**src/issr_pkg.sv**
```systemverilog
// issr_pkg: constants, types and field layout of the machine state word and save registers
// assumes bit 0 is the most significant bit, so vectors are declared [0:31]
// ************************************************************
// Summary of operation
// - software writes and reads whole state word
// - atomic set or clear of external enable
// - wait bit holds until interrupt, reset, debug, state word write or return
// - critical enable gates critical and watchdog
// - external enable gates external, decrementer, interval timer
// - user mode bit refuses privileged instructions
// - float available bit refuses float instructions
// - machine check enable gates machine checks
// - two float bits select exception mode
// - debug wait enable bit drives debug wait
// - debug enable bit gates debug interrupts
// - instruction space bit selects fetch space
// - data space bit selects data space
// - non-critical entry saves return, return resumes
// - return address word aligned, low bits reserved
// - non-critical entry copies state, return restores
// - return may restore reserved state bits
// - critical entry saves return, return resumes
// - critical return address word aligned
// - save registers writable and readable by software
// - interrupt entry clears listed state bits
// - critical entry copies state, return restores
// ************************************************************
package issr_pkg;

    // ************************************************************
    // state word bit positions
    // ************************************************************
    localparam int P_WAIT = 13;
    localparam int P_CEN = 14;
    localparam int P_XEN = 16;
    localparam int P_USR = 17;
    localparam int P_FPA = 18;
    localparam int P_MCE = 19;
    localparam int P_FXA = 20;
    localparam int P_DBW = 21;
    localparam int P_DBE = 22;
    localparam int P_FXB = 23;
    localparam int P_ISP = 26;
    localparam int P_DSP = 27;

    localparam logic [0:31] BIT0 = 32'h8000_0000;
    localparam logic [0:31] M_WAIT = BIT0 >> P_WAIT;
    localparam logic [0:31] M_CEN = BIT0 >> P_CEN;
    localparam logic [0:31] M_XEN = BIT0 >> P_XEN;
    localparam logic [0:31] M_USR = BIT0 >> P_USR;
    localparam logic [0:31] M_FPA = BIT0 >> P_FPA;
    localparam logic [0:31] M_MCE = BIT0 >> P_MCE;
    localparam logic [0:31] M_FXA = BIT0 >> P_FXA;
    localparam logic [0:31] M_DBW = BIT0 >> P_DBW;
    localparam logic [0:31] M_DBE = BIT0 >> P_DBE;
    localparam logic [0:31] M_FXB = BIT0 >> P_FXB;
    localparam logic [0:31] M_ISP = BIT0 >> P_ISP;
    localparam logic [0:31] M_DSP = BIT0 >> P_DSP;

    // implemented bits; everything else is reserved
    localparam logic [0:31] MSW_IMPL = M_WAIT | M_CEN | M_XEN | M_USR | M_FPA | M_MCE | M_FXA | M_DBW | M_DBE | M_FXB
                                     | M_ISP | M_DSP;
    // cleared by every interrupt class
    localparam logic [0:31] CLR_ALL = M_WAIT | M_XEN | M_USR | M_FPA | M_FXA | M_DBW | M_FXB | M_ISP | M_DSP;
    localparam logic [0:31] CLR_CRIT = M_CEN | M_DBE;
    localparam logic [0:31] CLR_MCHK = M_MCE;
    // return address keeps bits 0:29
    localparam logic [0:31] ADDR_MASK = 32'hffff_fffc;
    localparam logic [0:31] RESET_WORD = 32'h0000_0000;

    // ************************************************************
    // types
    // ************************************************************
    typedef enum logic [3:0] {
        CMD_NOP = 4'h0,
        CMD_MT_MSW = 4'h1,
        CMD_MF_MSW = 4'h2,
        CMD_WR_XEN = 4'h3,
        CMD_WR_XEN_IMM = 4'h4,
        CMD_MT_SPR = 4'h5,
        CMD_MF_SPR = 4'h6,
        CMD_RET = 4'h7,
        CMD_RET_CRIT = 4'h8
    } issr_cmd_t;

    typedef enum logic [1:0] {
        SPR_SAVE_ADDR = 2'h0,
        SPR_SAVE_COPY = 2'h1,
        SPR_CRIT_ADDR = 2'h2,
        SPR_CRIT_COPY = 2'h3
    } issr_spr_t;

    typedef enum logic [1:0] {
        CLS_NONCRIT = 2'h0,
        CLS_CRIT = 2'h1,
        CLS_MCHK = 2'h2
    } issr_cls_t;

    typedef enum logic [1:0] {
        FE_IGNORE = 2'h0,
        FE_IMP_NONREC = 2'h1,
        FE_IMP_REC = 2'h2,
        FE_PRECISE = 2'h3
    } issr_fe_t;

    typedef struct packed {
        logic valid;
        issr_cmd_t cmd;
        issr_spr_t spr;
        logic [0:31] wdata;
        logic imm;
    } issr_op_t;

    typedef struct packed {
        logic take;
        issr_cls_t cls;
        logic [0:31] addr;
    } issr_int_t;

    typedef struct packed {
        logic crit_in;
        logic wdog;
        logic ext_in;
        logic decr;
        logic fit;
        logic mchk;
        logic dbg;
    } issr_irq_t;

endpackage

```
**src/issr_core.sv**
```systemverilog
// issr_core: machine state word, save/restore registers, entry and return sequencing
// assumes op, interrupt and request inputs come from logic on core_clk
`timescale 1ns/100ps
module issr_core (
    // clock and reset
    input wire logic core_clk,
    input wire logic rstn,
    input wire logic core_en,
    // instruction port
    input wire issr_pkg::issr_op_t op,
    output logic rd_valid,
    output logic [0:31] rd_data,
    output logic priv_fault,
    input wire logic fp_op_valid,
    output logic fp_unavail_fault,
    // interrupt entry and return
    input wire issr_pkg::issr_int_t int_in,
    output logic redirect_valid,
    output logic [0:31] redirect_addr,
    // debug tool
    input wire logic dbg_clear_wait,
    // raw requests and gated requests
    input wire issr_pkg::issr_irq_t irq_raw,
    output issr_pkg::issr_irq_t irq_ok,
    // state outputs
    output logic [0:31] machine_state_word,
    output logic [0:31] save_return_addr,
    output logic [0:31] save_state_copy,
    output logic [0:31] crit_return_addr,
    output logic [0:31] crit_state_copy,
    output logic wait_state,
    output logic user_mode_flag,
    output logic float_unit_avail,
    output issr_pkg::issr_fe_t fe_mode,
    output logic dbg_wait_enable,
    output logic instr_space_sel,
    output logic data_space_sel
);
    import issr_pkg::*;

    // ************************************************************
    // decode
    // ************************************************************
    // an interrupt entry wins over an instruction in the same cycle; the instruction is dropped
    wire logic take = int_in.take;
    wire logic op_live = op.valid && !take && (op.cmd != CMD_NOP);
    wire logic op_ok = op_live && !machine_state_word[P_USR];
    wire logic op_refused = op_live && machine_state_word[P_USR];
    wire logic do_mt_msw = op_ok && (op.cmd == CMD_MT_MSW);
    wire logic do_wr_xen = op_ok && (op.cmd == CMD_WR_XEN);
    wire logic do_wr_xen_imm = op_ok && (op.cmd == CMD_WR_XEN_IMM);
    wire logic do_mt_spr = op_ok && (op.cmd == CMD_MT_SPR);
    wire logic do_ret = op_ok && (op.cmd == CMD_RET);
    wire logic do_ret_crit = op_ok && (op.cmd == CMD_RET_CRIT);
    wire logic do_read = op_ok && ((op.cmd == CMD_MF_MSW) || (op.cmd == CMD_MF_SPR));
    wire logic take_nc = take && (int_in.cls == CLS_NONCRIT);
    wire logic take_cr = take && (int_in.cls == CLS_CRIT);
    wire logic take_mc = take && (int_in.cls == CLS_MCHK);

    // ************************************************************
    // next state word
    // ************************************************************
    wire logic [0:31] clr_mask = CLR_ALL | (take_cr ? CLR_CRIT : RESET_WORD)
                               | (take_mc ? CLR_MCHK : RESET_WORD);
    wire logic new_xen = do_wr_xen ? op.wdata[P_XEN] : op.imm;
    wire logic [0:31] xen_word = (machine_state_word & ~M_XEN) | (new_xen ? M_XEN : RESET_WORD);
    wire logic [0:31] base_msw = take ? (machine_state_word & ~clr_mask) :
                                 do_mt_msw ? (op.wdata & MSW_IMPL) :
                                 (do_wr_xen || do_wr_xen_imm) ? xen_word :
                                 do_ret ? save_state_copy :
                                 do_ret_crit ? crit_state_copy :
                                 machine_state_word;
    // the debug tool only ever clears the wait bit; otherwise it holds until entry, reset, a state word write or a return
    wire logic [0:31] next_msw = base_msw & ~(dbg_clear_wait ? M_WAIT : RESET_WORD);
    wire logic [1:0] next_fe_bits = {next_msw[P_FXA], next_msw[P_FXB]};
    wire issr_fe_t next_fe_mode = (next_fe_bits == 2'h0) ? FE_IGNORE :
                                  (next_fe_bits == 2'h1) ? FE_IMP_NONREC :
                                  (next_fe_bits == 2'h2) ? FE_IMP_REC : FE_PRECISE;

    // ************************************************************
    // next save registers
    // ************************************************************
    wire logic [0:31] wr_addr = op.wdata & ADDR_MASK;
    wire logic [0:31] int_addr = int_in.addr & ADDR_MASK;
    wire logic [0:31] next_save_addr = take_nc ? int_addr :
                                       (do_mt_spr && op.spr == SPR_SAVE_ADDR) ? wr_addr :
                                       save_return_addr;
    wire logic [0:31] next_save_copy = take_nc ? machine_state_word :
                                       (do_mt_spr && op.spr == SPR_SAVE_COPY) ? op.wdata :
                                       save_state_copy;
    wire logic [0:31] next_crit_addr = take_cr ? int_addr :
                                       (do_mt_spr && op.spr == SPR_CRIT_ADDR) ? wr_addr :
                                       crit_return_addr;
    wire logic [0:31] next_crit_copy = take_cr ? machine_state_word :
                                       (do_mt_spr && op.spr == SPR_CRIT_COPY) ? op.wdata :
                                       crit_state_copy;

    // ************************************************************
    // read, redirect and gating
    // ************************************************************
    wire logic [0:31] spr_rd = (op.spr == SPR_SAVE_ADDR) ? save_return_addr :
                               (op.spr == SPR_SAVE_COPY) ? save_state_copy :
                               (op.spr == SPR_CRIT_ADDR) ? crit_return_addr : crit_state_copy;
    wire logic [0:31] next_rd_data = (op.cmd == CMD_MF_MSW) ? machine_state_word : spr_rd;
    wire logic [0:31] next_redirect = do_ret_crit ? crit_return_addr : save_return_addr;
    wire logic ce = machine_state_word[P_CEN];
    wire logic xen = machine_state_word[P_XEN];
    wire issr_irq_t next_irq_ok = '{
        crit_in: irq_raw.crit_in && ce,
        wdog: irq_raw.wdog && ce,
        ext_in: irq_raw.ext_in && xen,
        decr: irq_raw.decr && xen,
        fit: irq_raw.fit && xen,
        mchk: irq_raw.mchk && machine_state_word[P_MCE],
        dbg: irq_raw.dbg && machine_state_word[P_DBE]
    };

    // ************************************************************
    // registers
    // ************************************************************
    always_ff @(posedge core_clk or negedge rstn) begin
        if (!rstn) begin
            machine_state_word <= RESET_WORD;
            fe_mode <= FE_IGNORE;
        end else if (core_en) begin
            machine_state_word <= next_msw;
            fe_mode <= next_fe_mode;
        end
    end

    always_ff @(posedge core_clk or negedge rstn) begin
        if (!rstn) begin
            save_return_addr <= RESET_WORD;
            save_state_copy <= RESET_WORD;
            crit_return_addr <= RESET_WORD;
            crit_state_copy <= RESET_WORD;
        end else if (core_en) begin
            save_return_addr <= next_save_addr;
            save_state_copy <= next_save_copy;
            crit_return_addr <= next_crit_addr;
            crit_state_copy <= next_crit_copy;
        end
    end

    always_ff @(posedge core_clk or negedge rstn) begin
        if (!rstn) begin
            rd_valid <= 1'b0;
            rd_data <= RESET_WORD;
            priv_fault <= 1'b0;
            fp_unavail_fault <= 1'b0;
            redirect_valid <= 1'b0;
            redirect_addr <= RESET_WORD;
            irq_ok <= '0;
        end else if (core_en) begin
            rd_valid <= do_read;
            rd_data <= do_read ? next_rd_data : RESET_WORD;
            priv_fault <= op_refused;
            fp_unavail_fault <= fp_op_valid && !machine_state_word[P_FPA];
            redirect_valid <= do_ret || do_ret_crit;
            redirect_addr <= next_redirect;
            irq_ok <= next_irq_ok;
        end
    end

    // single bits are slices of the state word flop
    assign wait_state = machine_state_word[P_WAIT];
    assign user_mode_flag = machine_state_word[P_USR];
    assign float_unit_avail = machine_state_word[P_FPA];
    assign dbg_wait_enable = machine_state_word[P_DBW];
    assign instr_space_sel = machine_state_word[P_ISP];
    assign data_space_sel = machine_state_word[P_DSP];
endmodule

```
**config.mk**
```make
export PLATFORM = sky130hd
export DESIGN_NAME = issr_core
export DESIGN_NICKNAME = d
export VERILOG_FILES = /design/src/issr_pkg.sv /design/src/issr_core.sv
export SDC_FILE = /design/constraint.sdc
export NUM_CORES = 1
export LEC_CHECK = 0
export BUFFER_PORTS_ARGS = -buffer_cell sky130_fd_sc_hd__buf_2
export CAP_MARGIN = 20
export CORE_MARGIN = 8
export CORE_UTILIZATION = 50
export CTS_CLUSTER_DIAMETER = 30
export DETAILED_ROUTE_END_ITERATION = 16
export PLACE_DENSITY_LB_ADDON = 0.05
export SETUP_SLACK_MARGIN = 0.5
export SYNTH_ARGS = -nofsm -noshare
export SYNTH_HDL_FRONTEND = slang
export SYNTH_SLANG_ARGS = --single-unit
```
**constraint.sdc**
```tcl
create_clock -name core_clk -period 4.3 [get_ports core_clk]
set_input_delay 0.43 -clock core_clk [delete_from_list [all_inputs] [get_ports core_clk]]
set_output_delay 0.43 -clock core_clk [all_outputs]
set_load 0.05 [all_outputs]
```
=== Yosys cells after proc, flatten, opt, wreduce, memory -nomap -nowiden ===
Index checks and enable logic that the tools add are counted.

* Flip-flop bits (word level): 237
* Input bits: 87
* Output and inout bits: 243
* Logic and storage cells: 111

* Equality and inequality tests: 15
* Mux-type cells: 27
* Bitwise operators: 6
* Reduce and logical (&&, ||, !) cells: 44

{| class="wikitable"
|+ Operators by type and width
! cell !! count
|-
| two-way mux 32 bit || 19
|-
| AND 32 bit || 2
|-
| inverter 19 -> 32 bit || 2
|-
| OR 32 x 16 -> 32 bit || 1
|-
| logical AND 1 bit || 26
|-
| two-way mux 19 bit || 1
|-
| OR 19 x 13 -> 19 bit || 1
|-
| two-way mux 18 bit || 1
|-
| equality test 4 x 3 -> 1 bit (second input constant) || 4
|-
| two-way mux 16 bit || 1
|-
| two-way mux 13 bit || 1
|-
| equality test 2 bit (second input constant) || 4
|-
| equality test 4 x 2 -> 1 bit (second input constant) || 2
|-
| AND reduction 2 bit || 4
|-
| nonzero test 2 bit || 4
|-
| equality test 2 x 1 -> 1 bit (second input constant) || 3
|-
| zero test 2 bit || 3
|-
| equality test 4 x 1 -> 1 bit (second input constant) || 1
|-
| equality test 4 bit (second input constant) || 1
|-
| two-way mux 2 bit || 2
|-
| nonzero test 4 bit || 1
|-
| zero test 1 bit || 3
|-
| logical OR 1 bit || 3
|-
| two-way mux 1 bit || 2
|}

=== Depth between registers and ports, before layout ===
Gate-level depths: netlist of the first run.

* Word-level depth: 16
* Gate-level depth with buffers: 7
* Depth with buffers taken out: 4

=== Least setup slack after synthesis of the first run ===
Ideal clock, no wire load.

* Path kind: reg-to-reg
* Start: register machine_state_word[17] (netlist bit)
* End: register fe_mode[0]
* Library setup time: 0.126 ns
* Arrival: 1.794 ns
* Data required time: 4.174 ns
* Setup slack: 2.379 ns
* Cell stages (with the launch flop): 6
* Path buffers: 2
* Clock period less this slack: 1.921 ns
* Cell sequence: dfrtp_1 > nor3b_2 > buf_4 > buf_2 > o21ai_0 > a311o_1

* Cells in the longest elaborated chain, start to end: 13
* Elaborated cells between the ends (all ways): 20
* Classes of those cells: 2 x eq/ne; 8 x mux; 1 x bitwise; 9 x reduce/logical

{| class="wikitable"
|+ Ends and longest elaborated chain
! element !! line !! source
|-
| from (decl) || issr_core.sv:26 || <nowiki>output logic [0:31] machine_state_word,</nowiki>
|-
| from (signal assigned) || issr_core.sv:126 || <nowiki>machine_state_word <= next_msw;</nowiki>
|-
| zero test 1 bit (*) || issr_core.sv:47 || <nowiki>wire logic op_ok = op_live && !machine_state_word[P_USR];</nowiki>
|-
| logical AND 1 bit (*) || issr_core.sv:47 ||
|-
| logical AND 1 bit || issr_core.sv:54 || <nowiki>wire logic do_ret_crit = op_ok && (op.cmd == CMD_RET_CRIT);</nowiki>
|-
| two-way mux 32 bit || issr_core.sv:71 || <nowiki>do_ret_crit ? crit_state_copy :</nowiki>
|-
| two-way mux 32 bit || issr_core.sv:70 || <nowiki>do_ret ? save_state_copy :</nowiki>
|-
| two-way mux 32 bit || issr_core.sv:69 || <nowiki>(do_wr_xen || do_wr_xen_imm) ? xen_word :</nowiki>
|-
| two-way mux 32 bit (*) || issr_core.sv:68 || <nowiki>do_mt_msw ? (op.wdata & MSW_IMPL) :</nowiki>
|-
| two-way mux 32 bit (*) || issr_core.sv:67 || <nowiki>wire logic [0:31] base_msw = take ? (machine_state_word & ~clr_mask) :</nowiki>
|-
| AND 32 bit (*) || issr_core.sv:74 || <nowiki>wire logic [0:31] next_msw = base_msw & ~(dbg_clear_wait ? M_WAIT : RESET_WORD);</nowiki>
|-
| equality test 2 bit || issr_core.sv:78 || <nowiki>(next_fe_bits == 2'h2) ? FE_IMP_REC : FE_PRECISE;</nowiki>
|-
| two-way mux 1 bit || issr_core.sv:78 ||
|-
| two-way mux 2 bit || issr_core.sv:77 || <nowiki>(next_fe_bits == 2'h1) ? FE_IMP_NONREC :</nowiki>
|-
| two-way mux 2 bit (*) || issr_core.sv:76 || <nowiki>wire issr_fe_t next_fe_mode = (next_fe_bits == 2'h0) ? FE_IGNORE :</nowiki>
|-
| to (signal assigned) || issr_core.sv:127 || <nowiki>fe_mode <= next_fe_mode;</nowiki>
|-
| to (decl) || issr_core.sv:34 || <nowiki>output issr_pkg::issr_fe_t fe_mode,</nowiki>
|}

Mark *: on every way between the ends. The rest lies on a longest branch, timed or not.
A chain may end at the register's enable or synchronous reset.

=== Worst setup path after layout of the first run ===
* Start: register machine_state_word[17] (netlist bit)
* End: register redirect_addr[29] (netlist bit)

* Cells in the longest elaborated chain, start to end: 4

{| class="wikitable"
|+ Ends and longest elaborated chain
! element !! line !! source
|-
| zero test 1 bit || issr_core.sv:47 ||
|-
| logical AND 1 bit || issr_core.sv:47 ||
|-
| logical AND 1 bit || issr_core.sv:54 ||
|-
| two-way mux 32 bit || issr_core.sv:105 || <nowiki>wire logic [0:31] next_redirect = do_ret_crit ? crit_return_addr : save_return_addr;</nowiki>
|-
| to (signal assigned) || issr_core.sv:160 || <nowiki>redirect_addr <= next_redirect;</nowiki>
|-
| to (decl) || issr_core.sv:19 || <nowiki>output logic [0:31] redirect_addr,</nowiki>
|}

Every way passes these cells.

==> results of run 1 <==
-- through the flow --
stage	power [mW]	util, %	setup WS, ps	cell area (sq um)	hold slack [ps]
after global placement	5.488	58.01	1548	13580	500.8
after global routing	9.818	65.69	1502	15370	63.15
after floorplan	4.761	-	2379	11880	134.4
after CTS	9.515	65.67	1602	15370	34.25
after detailed placement	5.517	58.01	1523	13580	509.4
final	9.493	65.69	1574	15370	-61.52
-- logic make-up after synthesis --
group,after synthesis
AO/OA/AOI/OAI,335
XOR/XNOR,2
buffers and inverters,164
flip-flops,231
multiplexers,115
other,1
AND/OR/NAND/NOR,251
-- worst paths after layout --
path	start	end	slack [ps]	depth (start not counted)
max	machine_state_word[17]$_DFFE_PN0P_	redirect_addr[29]$_DFFE_PN0P_	1570	5
min reg2reg	irq_ok[4]$_DFFE_PN0P_	irq_ok[4]$_DFFE_PN0P_	510	2
min	rstn	irq_ok[4]$_DFFE_PN0P_	-60	1
min in group core_clk	fp_op_valid	fp_unavail_fault$_DFFE_PN0P_	90	3
max in group asynchronous	rstn	save_return_addr[9]$_DFFE_PN0P_	3170	2
max reg2reg	machine_state_word[17]$_DFFE_PN0P_	redirect_addr[29]$_DFFE_PN0P_	1570	5
-- synth_stat cells, drive strengths merged (2+ instances only) --
master and count:
o311a 2, o22ai 33, o32ai 62, o21a 2
a31oi 2, nor2b 37, a21oi 98, nor4b 3
o221a 59, mux2 2, nand3 17, nor3 4
nand2 66, buf 57, a22oi 10, o31ai 2
or3b 2, o21ai 19, o211ai 3, mux4 30
o221ai 4, nand2b 5, nand4 6, inv 50
mux2i 83, a22o 5, nor3b 2, clkbuf 57
o2bb2ai 22, a21o 2, nor2 99, a311o 2
dfrtp 231
-- critical path, stage by stage (launching register included) --
cell and delay (ps):
dfrtp_1 550, nor3b_4 600, nand2_2 600, buf_4 450
mux2i_1 260, a21oi_1 100
-- layer usage --
metal | track usage, % | vias to the layer above
met4 | 10.07 | 6
met2 | 47.11 | 593
met3 | 7.623 | 87
met5 | 0 | -
li1 | - | 4713
met1 | 38.80 | 5315
-- power by group --
group          internal [mW]  switching (mW)
logic                  0.726            1.86
registers               2.52           0.382
clock network           2.75            1.25
-- layout make-up --
type,instances,area (sq um),area share (%)
Antenna cell,2,5.005,0.03256
Clock buffer,69,1476,9.604
Clock inverter,26,314.1,2.043
Inverter,50,187.7,1.221
Multi-Input combinational cell,709,5409,35.19
Sequential cell,231,5781,37.60
Tap cell,319,399.1,2.596
Timing Repair Buffer,343,1800,11.71
-- sequential cells by signal, summed over array words and instances, names as in the netlist --
name                flops
machine_state_word     32
priv_fault              1
rd_data                32
save_return_addr       30
fp_unavail_fault        1
crit_state_copy        32
save_state_copy        32
fe_mode                 2
redirect_addr          30
rd_valid                1
crit_return_addr       30
redirect_valid          1
irq_ok                  7
==> results.md, run 1 <==
* I/O pin total at 330
* Largest family of logic cells by synthesized area: compound AO/OA/AOI/OAI gates
* Setup Crit Path Kind: reg2reg
* DRC Markers at 0
* CTS max path bufs at 3
* H-tree depth at 2
* Ratio of cells with drive above 1 in the final layout at between 30% and 40%
* Path category of the worst min-delay check: in2async
* Met1 wire length at 17.85 mm
* P per Cell Area at between 600 and 700 nW/um^2
* Final period utilization at between 60 and 70%
* Post-CTS Setup Inserts at 0
* DRT Pass-1 Iters at 5
* # rows at 56
* Root Buffer: clkbuf_16
* Failing checks: hold timing
* Routed wire per std cell at about 25 microns
* Post-synthesis compound-gate area fraction at roughly 21%
* CTS tree: yes
* Post-Syn Area at between 10000 and 15000 sq um
* Type of origin of the critical path: flip-flop
* Leak pwr at ~6.9 nW
* Share of the synthesized area in the top cell type at between 40% and 50%
* Setup TNS at 0 ps
* Placed cells at ~1700
* RSZ-0062 raised after global routing: false
* Largest area contributor in the netlist: dfrtp_1
* Total Routed Length at about 44 mm
* Setup-failing EPs final at 0
* Initial Util at slightly above 50%
* Pin count of the biggest net entering global routing at approximately 120
* Core area at around 23000 sq um
* CTS Sinks at around 230
* Xor and xnor area share after synthesis at less than 1%
* Peak VDD IR at about 0.33 mV
* WL met2 at 20.64 mm
* Vias in the first global route at ~11000
* Met3 WL at ~4.2 mm
* Minimum clock period at approximately 2700 ps
* Die span in y at approximately 170 microns
* Post-CTS sizing at 0
* GRT Total Usage at a little under 30%
* CTS Hold Bufs at 0
* Simple-gate area share of the yosys netlist at 10.43%
* Yosys warning total at 0
* Slew headroom at between 20% and 30%
* Starting DRT DRC Count at roughly 1100
* Status: finished, violations left
* Endpoints failing hold at 20
* Die extent in x at roughly 170 microns
* First-pass GRT wire length at between 60 and 70 mm
* Vias per Instance at a little over 6
* Num CTS Buffers at 52
* Worst endpoint required time at approximately 4700 ps
* Dpl hpwl at 27.46 mm
* Arrival time worst endpoint at around 3100 ps
* Hold slack at -61.52 ps
* Max cap viols at 0
* Post-synthesis mux area share at about an eighth
* Synthesized instance count at 1099
* Worst-path clk slew at roughly 50 ps
* Yosys cell types at 64
* Most area-consuming cells after synthesis: dfrtp_1, mux2i_1, mux4_2
* Seq/Total Area, Yosys at between 40% and 50%
* Grt total ovfl at 0
* Area Overhead vs Synth at 29.64%
* Via Count at ~11000
* Worst-Skew Late Latency at around 550 ps
* Highest metal used: met5
* Placer Congestion at between 0.8 and 0.9
* Initial antenna violation count at 6
* Syn_area_per_cell at between 10 and 15 sq um
* Routed Antenna Nets at 0
* Post-synth EDFFs at 0
* Layout Nets at 1474
* Post-route insts no fill at roughly 1700
* Most common cell after layout, fill and taps aside: buf_2
* Layout fillers at just under 2000
* Setup crit end kind: flip-flop
* Worst-Margin Slew at between 1000 and 1500 ps
* Commonest cells after routing, fill and taps aside: buf_2, dfrtp_1, a21oi_1, nor2_1, mux2i_1
* Fmax at approximately 0.37 GHz
* Asr flop ratio synth at between 90% and 100%
* Synth Flop Type: dfrtp_1
* Worst Path Max Fanout at 18
* DIE AREA at just under 30000 sq um
* Adder-cell share of the synthesized area at 0%
* Count of pins over their slew limit at 0
* IO Port Bufs at roughly 320
* Final clock skew at about 14 ps
* Synth Register Bits at 231
No activity file was read; power rests on OpenSTA's default activity.
==> run 2: changes to the inputs <==
Settings changed: CORE_UTILIZATION 50 to 48.
Clock period 4.3 ns to 2.2 ns, I/O delays scaled along.
==> run 2 against run 1 <==
Against the previous run:
- the run now ends clean
- via count is 11% higher
- critical path depth is 1 higher
- worst hold slack better by 93 ps
- combinational power is 120% higher
- total power is 100% higher
- die area is 3.8% higher
- non-clock buffer count is 105 higher
- global-route usage is 2.3 points higher
- worst setup slack worse by 1400 ps
- count of clock-buffer cells in the layout is 2 higher
- cell count is 6.4% higher
- core utilization is 11 points higher
- largest power group unchanged
==> results.md, run 2 (synthesized netlist as in run 1, its figures left out) <==
* Layout fillers at 1574 (was 1970)
* Final period utilization at 90.84% (was 63.39%)
* Placed cells at 1690 (was 1652)
* Fmax at 0.5004 GHz (was 0.3669 GHz)
* Num CTS Buffers at 51 (was 52)
* Met3 WL at 5.493 mm (was 4.188 mm)
* Count of pins over their slew limit at 0 (unchanged)
* Post-route insts no fill at 1861 (was 1749)
* Routed wire per std cell at 27.82 microns (was 24.99 microns)
* WHS Path Cells at 4
* Setup crit end kind: flip-flop (unchanged)
* Layout Nets at 1581 (was 1474)
* Worst-Margin Slew at 738.4 ps (was 1111 ps)
* DRC Markers at 0 (unchanged)
* Setup-failing EPs final at 0 (unchanged)
* Placer Congestion at 0.8374 (was 0.8125)
* Power share of the combinational group at 29.5% (was 27.3%)
* Met1 wire length at 19.92 mm (was 17.85 mm)
* Status: completed (was finished, violations left)
* Critical hold path startpoint: int_in[4]
* Core area at 24320 sq um (was 23400 sq um)
* GRT Total Usage at 31.82% (was 29.56%)
* Type of origin of the critical path: flip-flop (unchanged)
* Most common cell after layout, fill and taps aside: buf_2 (unchanged)
* P per Cell Area at 1037 nW/um^2 (was 617.6 nW/um^2)
* Psw at 7.260 mW (was 3.495 mW)
* Via Count at 11851 (was 10714)
* Sequential Power Share at 30.3% (was 30.6%)
* Worst Path Max Fanout at 12 (was 18)
* Final clock skew at 24.85 ps (was 14.35 ps)
* Slowest stage delay, CP at 500 ps (was 600 ps)
* Dpl hpwl at 28.79 mm (was 27.46 mm)
* Hold path endpoint: save_return_addr[27]$_DFFE_PN0P_
* Initial antenna violation count at 2 (was 6)
* R2R cell count at 6 (was 5)
* CTS tree: yes (unchanged)
* Slew headroom at 50.77% (was 25.76%)
* Peak VDD IR at 0.8059 mV (was 0.3339 mV)
* Setup TNS at 0 ps (unchanged)
* Die span in y at 173.2 microns (was 170.0 microns)
* Minimum clock period at 1998 ps (was 2726 ps)
* Slowest cell on crit path: dfrtp_4 (was nor3b_4)
* WL met2 at 24.20 mm (was 20.64 mm)
* FF-to-FF End: save_return_addr[0]$_DFFE_PN0P_ (was redirect_addr[29]$_DFFE_PN0P_)
* Routed Antenna Nets at 0 (unchanged)
* Setup Crit Path Kind: reg2reg (unchanged)
* Path category of the worst min-delay check: in2reg (was in2async)
* Max cap viols at 0 (unchanged)
* Arrival time worst endpoint at 2480 ps (was 3110 ps)
* Leak pwr at 8.006 nW (was 6.907 nW)
* Pin count of the biggest net entering global routing at 73 (was 124)
* DRT Pass-1 Iters at 5 (unchanged)
* Worst-path clk slew at 50 ps (about the same)
* CTS max path bufs at 3 (unchanged)
* Cell family with most CP delay: simple AND/OR/NAND/NOR gates (unchanged)
* Clock network power share at 40.3% (was 42.1%)
* First-pass GRT wire length at 74.87 mm (was 66.14 mm)
* CP most frequent cell: buf_6
* Commonest cells after routing, fill and taps aside: buf_2, dfrtp_1, nor2_1 (was buf_2, dfrtp_1, a21oi_1, nor2_1, mux2i_1)
* Worst-Skew Late Latency at 550 ps (about the same)
* # rows at 57 (was 56)
* Worst endpoint required time at 2680 ps (was 4690 ps)
* Worst r2r src: machine_state_word[17]$_DFFE_PN0P_ (unchanged)
* Initial Util at 48.76% (was 50.67%)
* Vias per Instance at 6.368 (was 6.126)
* Total Routed Length at 51.77 mm (was 43.72 mm)
* Total internal power at 11.97 mW (was 5.998 mW)
* Setup slack, reg-to-reg at 200 ps (was 1570 ps)
* Endpoints failing hold at 0 (was 20)
* DIE AREA at 29990 sq um (was 28900 sq um)
* Beginning of the critical path: machine_state_word[17]$_DFFE_PN0P_ (unchanged)
* Ratio of cells with drive above 1 in the final layout at 49.87% (was 36.97%)
* Grt total ovfl at 0 (unchanged)
* Highest metal used: met5 (unchanged)
* Critical Path, Cell by Cell: buf_6, nor4b_2, a31oi_1, nor2b_4, buf_6, o221a_1 (was nor3b_4, nand2_2, buf_4, mux2i_1, a21oi_1)
* Vias in the first global route at 12244 (was 10861)
* Root Buffer: clkbuf_16 (unchanged)
* RSZ-0062 raised after global routing: true (was false)
* Switching Fraction at 37.76% (was 36.82%)
* IO Port Bufs at 321 (unchanged)
* CP Buf/Inv Count at 2 (was 1)
* I/O pin total at 330 (unchanged)
* Die extent in x at 173.2 microns (was 170.0 microns)
* H-tree depth at 2 (unchanged)
* Hold slack at 31.03 ps (was -61.52 ps)
* Area Overhead vs Synth at 56.38% (was 29.64%)
* CTS Sinks at 231 (unchanged)
* Starting DRT DRC Count at 1169 (was 1092)
## run 2: repair_timing
| item | CTS | global route |
|---|---|---|
| hold buffers | 15 | 0 |
| pin swaps | 96 | 84 |
| endpoints found under the hold margin | 66 | 0 |
| resized for setup | 163 | 135 |
| setup buffers | 31 | 5 |
| gates cloned | 18 | 6 |
| endpoints found under the setup margin | 206 | 225 |
## run 2: how the worst max path moves through the flow
stage                                                    end  slack, ps  cells past startpoint
final                        save_return_addr[0]$_DFFE_PN0P_        200                      6
after global routing         save_return_addr[7]$_DFFE_PN0P_        160                      6
after global placement       crit_return_addr[3]$_DFFE_PN0P_         70                      5
after detailed placement     crit_return_addr[2]$_DFFE_PN0P_         30                      5
after CTS                 machine_state_word[11]$_DFFE_PN0P_        320                      7
after floorplan           machine_state_word[14]$_DFFE_PN0P_        480                      5
## run 2: routing by layer
metal	vias up	track usage [%]
met3	167	9.867
met4	2	13.47
met2	771	50.31
li1	4966	-
met5	-	0
met1	5945	39.93
## run 2: stage by stage
stage | cell area [sq um] | power, mW | util (%) | setup WS [ps]
after detailed placement | 13990 | 10.85 | 57.51 | 28.34
after global routing | 18540 | 19.79 | 76.24 | 156.7
final | 18540 | 19.23 | 76.25 | 201.6
after CTS | 17500 | 18.89 | 71.97 | 321.6
after floorplan | 11920 | 9.311 | - | 479.2
after global placement | 13990 | 10.80 | 57.51 | 72.60
## run 2: power by group through the flow
stage | clock network [mW] | logic, mW | registers, mW
final | 7.74 | 5.66 | 5.82
after global routing | 7.98 | 5.91 | 5.90
after CTS | 7.74 | 5.42 | 5.73
after detailed placement | 0 | 5.12 | 5.73
after global placement | 0 | 5.08 | 5.72
after floorplan | 0 | 1.42 | 7.89
## run 2: area by class of cell
class / count / area [sq um] / share of cell area, %
multi-input cells: 712 / 6887 / 37.14
flip-flops and latches: 231 / 5787 / 31.21
repair buffers: 448 / 3512 / 18.94
clock buffers: 71 / 1473 / 7.942
well taps: 324 / 405.4 / 2.186
clock inverters: 24 / 289.0 / 1.559
inverters: 50 / 187.7 / 1.012
diodes: 1 / 2.502 / 0.01350
## run 2: worst min-delay path, delay by kind of cell
family | cells | cell delay, ps
AO/OA/AOI/OAI | 1 | 150
AND/OR/NAND/NOR | 2 | 100
buffers and inverters | 1 | 70
